`src/rtl/aiodr_pkg.sv`:
```
// aiodr_pkg: constants and carriers for the analog i/o diagnostic record builder.
// assumes one 200 MHz clock, synchronous active-high reset, wishbone classic slave.
// Function
// - outgoing module record is four bytes; bytes zero, two, three are zero.
// - module record byte one bits three..zero hold analog class code 0101b.
// - byte one bit four flags channel info available; bits seven..five reserved zero.
// - channel-specific incoming record spans bytes zero to fourteen, fifteen bytes.
// - first four channel record bytes repeat the incoming module record.
// - byte four holds channel type 74h in bits six..zero, bit seven zero.
// - byte five reports eight diagnostic bits per channel.
// - byte six reports seven channels in the module.
// - summary byte has one error flag per channel zero..six; bit seven zero.
// - analog channels 0..4: param bit0, wire break bit4, under bit6, over bit7.
// - bytes 13,14 for channels 5,6: param bit0, short bit3, wire break bit4.
// - diagnostic interrupt raised only when interrupt release enabled by configuration.
// - after errors clear, outgoing diagnostic signalled if release still enabled.
// - incoming byte zero: failure bit0, bit1 zero, ext bit2, chan bit3, aux bit4, param bit7.
package aiodr_pkg;
    localparam int          NUM_CH        = 7;
    localparam int          NUM_AIN       = 5;
    localparam int          REC_BYTES     = 15;
    localparam int          MOD_BYTES     = 4;
    localparam logic [3:0]  CLASS_ANALOG  = 4'h5;
    localparam logic [7:0]  CHAN_TYPE     = 8'h74;
    localparam logic [7:0]  DIAG_BITS     = 8'h08;
    localparam logic [7:0]  CHAN_COUNT    = 8'h07;
    // bit and byte positions inside the records
    localparam int          BIT_CH_INFO   = 4;
    localparam int          BIT_MOD_FAIL  = 0;
    localparam int          BIT_EXT_ERR   = 2;
    localparam int          BIT_CHAN_ERR  = 3;
    localparam int          BIT_AUX_MISS  = 4;
    localparam int          BIT_PARAM_ERR = 7;
    localparam int          BYTE_SUMMARY  = 7;
    localparam int          BYTE_CH0      = 8;
    // register word offsets (byte addresses)
    localparam logic [7:0]  ADDR_CTRL     = 8'h00;
    localparam logic [7:0]  ADDR_STATUS   = 8'h04;
    localparam logic [7:0]  ADDR_ACK      = 8'h08;
    localparam logic [7:0]  ADDR_REC      = 8'h40;
    localparam logic [7:0]  ADDR_OUT      = 8'h80;
    localparam logic [31:0] CTRL_RESET    = 32'h0000_0000;
    // status word bit positions
    localparam int          ST_PEND       = 0;
    localparam int          ST_KIND       = 1;
    localparam int          ST_EVENTS     = 2;

    // per-channel raw error inputs
    typedef struct packed {
        logic param_err;
        logic wire_brk;
        logic under;
        logic over;
        logic short_ckt;
    } aiodr_ch_err_t;

    // module-level error inputs
    typedef struct packed {
        logic mod_fail;
        logic ext_err;
        logic aux_miss;
        logic param_err;
    } aiodr_mod_err_t;
endpackage : aiodr_pkg

```
`src/rtl/aiodr_mem.sv`:
```
// aiodr_mem: snapshot store of the fifteen record bytes with registered read port.
// assumes the writer loads all bytes at once and the reader indexes bytes singly.
module aiodr_mem (
    input  wire logic         clk_i,
    input  wire logic         rst_i,
    input  wire logic         load_i,
    input  wire logic [119:0] data_i,
    input  wire logic [3:0]   raddr_i,
    output logic      [7:0]   rdata_o
);
    logic [7:0] mem_reg [aiodr_pkg::REC_BYTES];

    // whole record captured in one cycle so the reader never sees a mix
    always_ff @(posedge clk_i) begin
        if (rst_i) begin
            for (int i = 0; i < aiodr_pkg::REC_BYTES; i++) begin
                mem_reg[i] <= 8'h00;
            end
        end else if (load_i) begin
            for (int i = 0; i < aiodr_pkg::REC_BYTES; i++) begin
                mem_reg[i] <= data_i[i*8 +: 8];
            end
        end
    end

    // out of range index reads zero
    always_ff @(posedge clk_i) begin
        if (rst_i) begin
            rdata_o <= 8'h00;
        end else if (int'(raddr_i) < aiodr_pkg::REC_BYTES) begin
            rdata_o <= mem_reg[raddr_i];
        end else begin
            rdata_o <= 8'h00;
        end
    end
endmodule : aiodr_mem

```
`src/rtl/aiodr_top.sv`:
```
// aiodr_top: builds module and channel diagnostic records, raises diagnostic events.
// assumes error inputs synchronous to clk_i; software reads records over wishbone classic.
module aiodr_top (
    input  wire logic                                  clk_i,
    input  wire logic                                  rst_i,
    input  wire aiodr_pkg::aiodr_ch_err_t [6:0]        ch_err_i,
    input  wire aiodr_pkg::aiodr_mod_err_t             mod_err_i,
    input  wire logic                                  wb_cyc_i,
    input  wire logic                                  wb_stb_i,
    input  wire logic                                  wb_we_i,
    input  wire logic [7:0]                            wb_adr_i,
    input  wire logic [3:0]                            wb_sel_i,
    input  wire logic [31:0]                           wb_dat_i,
    output logic      [31:0]                           wb_dat_o,
    output logic                                       wb_ack_o,
    output logic                                       diag_irq_o,
    output logic                                       diag_going_o
);
    typedef enum logic [1:0] {
        AIODR_IDLE,
        AIODR_READ,
        AIODR_DONE
    } aiodr_bus_t;

    // analog channel error byte layout
    function automatic logic [7:0] ain_byte(input aiodr_pkg::aiodr_ch_err_t e);
        ain_byte = {e.over, e.under, 1'b0, e.wire_brk, 3'b000, e.param_err};
    endfunction : ain_byte

    // output channel error byte layout
    function automatic logic [7:0] out_byte(input aiodr_pkg::aiodr_ch_err_t e);
        out_byte = {3'b000, e.wire_brk, e.short_ckt, 2'b00, e.param_err};
    endfunction : out_byte

    logic [7:0]   ch_byte    [aiodr_pkg::NUM_CH];
    logic [6:0]   summary;
    logic [7:0]   mod_byte0;
    logic [7:0]   mod_byte1;
    logic [119:0] rec_live;
    logic         any_err;
    logic         en_reg;
    logic         pend_reg;
    logic         kind_reg;
    logic [15:0]  events_reg;
    logic         err_seen_reg;
    logic         load_snap;
    logic         ack_wr;
    logic [3:0]   mem_idx;
    logic [7:0]   mem_rdata;
    aiodr_bus_t   bus_reg;
    aiodr_bus_t   bus_next;

    // per-channel bytes and summary flags
    always_comb begin
        for (int c = 0; c < aiodr_pkg::NUM_CH; c++) begin
            if (c < aiodr_pkg::NUM_AIN) begin
                ch_byte[c] = ain_byte(ch_err_i[c]);
            end else begin
                ch_byte[c] = out_byte(ch_err_i[c]);
            end
            summary[c] = |ch_byte[c];
        end
    end

    // module record bytes
    always_comb begin
        mod_byte0 = 8'h00;
        mod_byte0[aiodr_pkg::BIT_MOD_FAIL]  = mod_err_i.mod_fail;
        mod_byte0[aiodr_pkg::BIT_EXT_ERR]   = mod_err_i.ext_err;
        mod_byte0[aiodr_pkg::BIT_CHAN_ERR]  = |summary;
        mod_byte0[aiodr_pkg::BIT_AUX_MISS]  = mod_err_i.aux_miss;
        mod_byte0[aiodr_pkg::BIT_PARAM_ERR] = mod_err_i.param_err;
        mod_byte1 = {3'b000, 1'b1, aiodr_pkg::CLASS_ANALOG};
    end

    // fifteen byte channel record, byte zero lowest
    always_comb begin
        rec_live = '0;
        rec_live[0  +: 8] = mod_byte0;
        rec_live[8  +: 8] = mod_byte1;
        rec_live[32 +: 8] = {1'b0, aiodr_pkg::CHAN_TYPE[6:0]};
        rec_live[40 +: 8] = aiodr_pkg::DIAG_BITS;
        rec_live[48 +: 8] = aiodr_pkg::CHAN_COUNT;
        rec_live[56 +: 8] = {1'b0, summary};
        for (int c = 0; c < aiodr_pkg::NUM_CH; c++) begin
            rec_live[(aiodr_pkg::BYTE_CH0 + c)*8 +: 8] = ch_byte[c];
        end
    end

    assign any_err = |mod_byte0;

    // snapshot only when no event is pending, keeping the record consistent
    assign load_snap = !pend_reg;

    aiodr_mem u_mem (
        .clk_i   (clk_i),
        .rst_i   (rst_i),
        .load_i  (load_snap),
        .data_i  (rec_live),
        .raddr_i (mem_idx),
        .rdata_o (mem_rdata)
    );

    // control register: bit 0 enables diagnostic interrupt release
    always_ff @(posedge clk_i) begin
        if (rst_i) begin
            en_reg <= aiodr_pkg::CTRL_RESET[0];
        end else if (ack_wr && wb_adr_i == aiodr_pkg::ADDR_CTRL && wb_sel_i[0]) begin
            en_reg <= wb_dat_i[0];
        end
    end

    // incoming on first error, outgoing when errors clear; freeze while pending
    always_ff @(posedge clk_i) begin
        if (rst_i) begin
            pend_reg     <= 1'b0;
            kind_reg     <= 1'b0;
            err_seen_reg <= 1'b0;
            events_reg   <= 16'h0000;
        end else if (!pend_reg) begin
            if (en_reg && any_err && !err_seen_reg) begin
                pend_reg     <= 1'b1;
                kind_reg     <= 1'b0;
                err_seen_reg <= 1'b1;
                events_reg   <= events_reg + 16'h0001;
            end else if (en_reg && !any_err && err_seen_reg) begin
                pend_reg     <= 1'b1;
                kind_reg     <= 1'b1;
                err_seen_reg <= 1'b0;
                events_reg   <= events_reg + 16'h0001;
            end else if (!en_reg) begin
                err_seen_reg <= 1'b0;
            end
        end else if (ack_wr && wb_adr_i == aiodr_pkg::ADDR_ACK && wb_sel_i[0]
                     && wb_dat_i[0]) begin
            pend_reg <= 1'b0;
        end
    end

    // interrupt outputs follow pending state and its kind
    always_ff @(posedge clk_i) begin
        if (rst_i) begin
            diag_irq_o   <= 1'b0;
            diag_going_o <= 1'b0;
        end else begin
            diag_irq_o   <= pend_reg && !kind_reg;
            diag_going_o <= pend_reg && kind_reg;
        end
    end

    // record byte index from word address
    assign mem_idx = wb_adr_i[5:2];

    // bus sequencer: two cycles for reads so memory data is registered
    always_comb begin
        bus_next = bus_reg;
        case (bus_reg)
            AIODR_IDLE: begin
                if (wb_cyc_i && wb_stb_i) begin
                    bus_next = wb_we_i ? AIODR_DONE : AIODR_READ;
                end
            end
            AIODR_READ: begin
                bus_next = AIODR_DONE;
            end
            AIODR_DONE: begin
                bus_next = AIODR_IDLE;
            end
            default: begin
                bus_next = AIODR_IDLE;
            end
        endcase
    end

    always_ff @(posedge clk_i) begin
        if (rst_i) begin
            bus_reg <= AIODR_IDLE;
        end else begin
            bus_reg <= bus_next;
        end
    end

    // write takes effect in the ack cycle
    assign ack_wr = (bus_reg == AIODR_DONE) && wb_we_i && wb_cyc_i && wb_stb_i;

    // ack and read data; unmapped addresses read zero
    always_ff @(posedge clk_i) begin
        if (rst_i) begin
            wb_ack_o <= 1'b0;
            wb_dat_o <= 32'h0000_0000;
        end else begin
            wb_ack_o <= (bus_next == AIODR_DONE) && wb_cyc_i && wb_stb_i;
            if (bus_reg == AIODR_IDLE && wb_cyc_i && wb_stb_i && wb_we_i) begin
                wb_dat_o <= 32'h0000_0000;
            end else if (bus_reg == AIODR_READ) begin
                if (wb_adr_i == aiodr_pkg::ADDR_CTRL) begin
                    wb_dat_o <= {31'h0000_0000, en_reg};
                end else if (wb_adr_i == aiodr_pkg::ADDR_STATUS) begin
                    wb_dat_o <= {14'h0000, events_reg, kind_reg, pend_reg};
                end else if (wb_adr_i >= aiodr_pkg::ADDR_REC
                             && wb_adr_i < aiodr_pkg::ADDR_REC + 8'h3c) begin
                    wb_dat_o <= {24'h00_0000, mem_rdata};
                end else if (wb_adr_i == aiodr_pkg::ADDR_OUT + 8'h04) begin
                    wb_dat_o <= {24'h00_0000, mod_byte1};
                end else if (wb_adr_i >= aiodr_pkg::ADDR_OUT
                             && wb_adr_i < aiodr_pkg::ADDR_OUT + 8'h10) begin
                    wb_dat_o <= 32'h0000_0000;
                end else begin
                    wb_dat_o <= 32'h0000_0000;
                end
            end
        end
    end
endmodule : aiodr_top
```
`config.mk`:
```
export PLATFORM = sky130hd
export DESIGN_NAME = aiodr_top
export DESIGN_NICKNAME = d
export VERILOG_FILES = /design/src/rtl/aiodr_pkg.sv /design/src/rtl/aiodr_mem.sv /design/src/rtl/aiodr_top.sv
export SDC_FILE = /design/constraint.sdc
export NUM_CORES = 1
export LEC_CHECK = 0
export BUFFER_PORTS_ARGS = -buffer_cell sky130_fd_sc_hd__buf_2
export CAP_MARGIN = 10
export CORE_MARGIN = 1.5
export CORE_UTILIZATION = 53
export DETAILED_ROUTE_END_ITERATION = 8
export GPL_ROUTABILITY_DRIVEN = 1
export PLACE_DENSITY = 0.83
export SLEW_MARGIN = 20
export SYNTH_ARGS = -nofsm -noshare
export SYNTH_HDL_FRONTEND = slang
export SYNTH_HIERARCHICAL = 1
export SYNTH_SLANG_ARGS = --single-unit
```
`constraint.sdc`:
```
create_clock -name clk_i -period 2.5 [get_ports clk_i]
set_clock_uncertainty 0.1 [all_clocks]
set_input_delay 0.125 -clock clk_i [delete_from_list [all_inputs] [get_ports clk_i]]
set_output_delay 0.125 -clock clk_i [all_outputs]
set_load 0.005 [all_outputs]
```
==> key figures <==
Clock tree
  • Insertion delay of the later-clocked pin in the worst-skew pair: 0.43 ns
  • Buffer count from post-CTS setup fixing: 0
  • TritonCTS clock tree: built
  • CTS Buf Count: 17
  • Clock transition at path regs: 0.06 ns
  • Root Buffer Master: clkbuf_16
  • CTS sink count: approximately 170
  • Count of H-tree levels built during CTS: 4
  • Largest buffer count on any clock path: 2

Finish
  • Layout cells sized above 1: a little under a fifth
  • Commonest non-fill, non-tap cell in the layout: edfxtp_1
  • Storage element area: 4620 µm²
  • Fin nets: 945
  • FILL cells: 1072
  • Synth-to-Final Area Change: 23.2%
  • Area of the multi-input gates: approximately 3400 µm²
  • Most used cells in the layout excluding fill and tap cells: edfxtp_1 (120), conb_1 (96), and2_1 (84)
  • Number of antenna repair diodes: 0
  • Flip-flop count of the largest register, all copies and words added: 120

Worst setup path
  • Critical path capture point type: flop
  • Kind of critical path: input pin to flop
  • Most common cell type on the critical path: or4_4
  • Source of the critical timing path: ch_err_i[18]
  • Sequence of cells on the critical path: dlygate4sd3_1 -> or4_4 -> or4_4 -> nor2_4 -> mux2i_1 -> mux2_2
  • Slowest CP cell: or4_4
  • Critical-path maximum fanout: 6
  • Worst Path Required: 2.72 ns
  • Crit path arrival time: 2.66 ns
  • Startpoint of the most critical register-to-register path: events_reg[0]
  • Setup crit start kind: input pin
  • Slowest Stage Delay on Critical Path: 0.62 ns

STA
  • Final-report setup violation count: 0
  • Total count of hold-check failures in the final report: 0
  • Max-slew violations: 0
  • Final clock period utilization by the worst path: 97.9%
  • Max transition margin: 49.2%
  • Setup repair after global routing missed its margin: false
  • Smallest hold slack: approximately 0.024 ns
  • Minimum clock period: 2.45 ns
  • Min setup slack post-route: 0.0534 ns
  • Actual slew at the worst max-slew pin: 0.759 ns
  • Max frequency: 409 MHz

Placement
  • DP Wirelength: 10.6 mm
  • Global placer's final weighted congestion: approximately 0.85
  • Port bufs: 65
  • Post-placement worst setup slack: -0.0465 ns

Synth
  • Post-Synthesis Cells: approximately 670
  • Post-synth top flop: edfxtp_1
  • Post-synth top area share: 45.0%
  • Number of warning messages in the yosys log: 6
  • Netlist area before placement: 8010 µm²
  • Flops & latches, synth: 171
  • Proportion of synthesized flip-flops having asynchronous set or reset: 0%
  • Synth top area cells: edfxtp_1 (45%), dfxtp_1 (13%), and2_1 (6.6%)
  • Syn Area/Cell: 12.0 µm²
  • Cell taking the most area after synthesis: edfxtp_1
  • Distinct cells, synth: 60
  • Number of enable-type register cells in the synthesized netlist: 120
  • Sequential area share after synthesis: 57.7%

Die
  • Die height: roughly 130 µm
  • Rows: 44
  • Die area: approximately 16000 µm²
  • Width of the die: 126 µm
  • Initial standard-cell utilization of the core: a little over half
  • CORE AREA: 14600 µm²
  • I/O pin count: about 120

Drt
  • Initial DRC Count: 474
  • Residual DRC count: 1
  • DRT antenna net count: 0
  • Avg WL per Cell: 16.1 µm
  • Total length of routed wires: 16.9 mm
  • Detailed-route via count: 5603
  • Routed length on met1: 6.96 mm
  • Top Layer Used: met4
  • Met2 WL post-DR: between 8 and 9 mm
  • Via density per instance: 5.32
  • Routed length on met3: 883 µm
  • Number of search-and-repair iterations in the first detailed-routing pass: 9

Global routing
  • Vias in the first global route: 5459
  • GR Overflow Total: 0
  • GRT Resource Usage Total: between 20% and 30%
  • First-pass GRT wire length: 26.9 mm
  • Largest net degree at the start of global routing: 81
  • Antenna violations before repair: 0

Flow run
  • Maximum Capacitance Violations: 0

Pwr
  • Pwr Density: 627 nW/µm²
  • Largest voltage drop on the vdd net: 0.000569 V
  • Power after layout: 6.19 mW
  • P_leak: 4.04 nW

Outcome
  • Failing checks: DRC
  • Status: finished with violations

Worst hold path
  • Launch instance of the worst min-delay path: wb_adr_i[7]
  • Min-delay worst type: input pin to flop
-- path summary, 6_finish.rpt --
kind                     to  slack (ns)  depth (start not counted)
min reg2reg     wb_dat_o[0]        0.36                          2
max           events_reg[5]        0.05                          6
max reg2reg  events_reg[10]        0.32                          6
min             wb_dat_o[2]        0.02                          3
-- layer usage --
layer | up-vias | global-route usage [%]
li1 | 2727 | -
met1 | 2691 | 26.7
met2 | 167 | 39.2
met3 | 18 | 4.72
met4 | 0 | 9.33
met5 | - | 0
-- cells by family after synthesis --
| family | share of synthesized area (%) |
|---|---|
| AOI/OAI and AO/OA | 7.10 |
| adders and majority gates | 0.156 |
| buffers and inverters | 4.18 |
| DFF | 57.7 |
| muxes | 9.21 |
| other | 0.0937 |
| and+or+nand+nor | 21.5 |
-- through the flow --
step	util (%)	std cells	area (µm²)	setup TNS (ns)
global route	67.4	1053	9880	0
detailed placement	60.9	985	8910	-0.0591
floorplan	-	761	8370	0
finish	67.4	1053	9880	0
global placement	60.9	985	8910	-0.0459
CTS	67.4	1054	9860	0
-- Yosys cell counts, drive strengths merged (2+ instances only) --
| master | count |
|---|---|
| or2 | 2 |
| dfxtp | 51 |
| and2 | 84 |
| nand2 | 32 |
| nand3 | 10 |
| conb | 2 |
| a31oi | 3 |
| o21ai | 24 |
| o21a | 4 |
| mux2i | 28 |
| and3 | 4 |
| nor4 | 10 |
| nor2 | 32 |
| mux2 | 8 |
| and2b | 2 |
| mux4 | 16 |
| nand3b | 3 |
| a21oi | 12 |
| a221oi | 7 |
| a222oi | 5 |
| and4 | 6 |
| buf | 24 |
| nor3b | 8 |
| clkbuf | 33 |
| edfxtp | 120 |
| nand2b | 4 |
| nor3 | 22 |
| inv | 7 |
| nor2b | 49 |
| a22oi | 18 |
| or4 | 7 |
| nand4 | 15 |
-- cell type report --
class,count,share of cell area (%)
Sequential cell,171,46.8
Multi-Input combinational cell,526,34.8
Timing Repair Buffer,133,9.93
Clock buffer,22,4.70
Tap cell,184,2.33
Clock inverter,10,1.18
Inverter,7,0.266
-- power by group --
group / switching, mW / internal, mW / total, mW
Combinational: 0.214 / 0.209 / 0.423
Clock: 1.07 / 1.52 / 2.59
Sequential: 0.0346 / 3.14 / 3.18
-- worst max-delay path: cells and delay by family --
kind / cells / cell delay [ns]
buffers and inverters: 1 / 0.58
muxes: 2 / 0.62
and+or+nand+nor: 3 / 1.33
-- what timing repair did --
action	4_1_cts	5_1_grt
hold buffers	37	0
resized for setup	0	3
endpoints found under the hold margin	36	0
setup endpoints to repair	0	2
No activity file was read; power rests on OpenSTA's default activity.
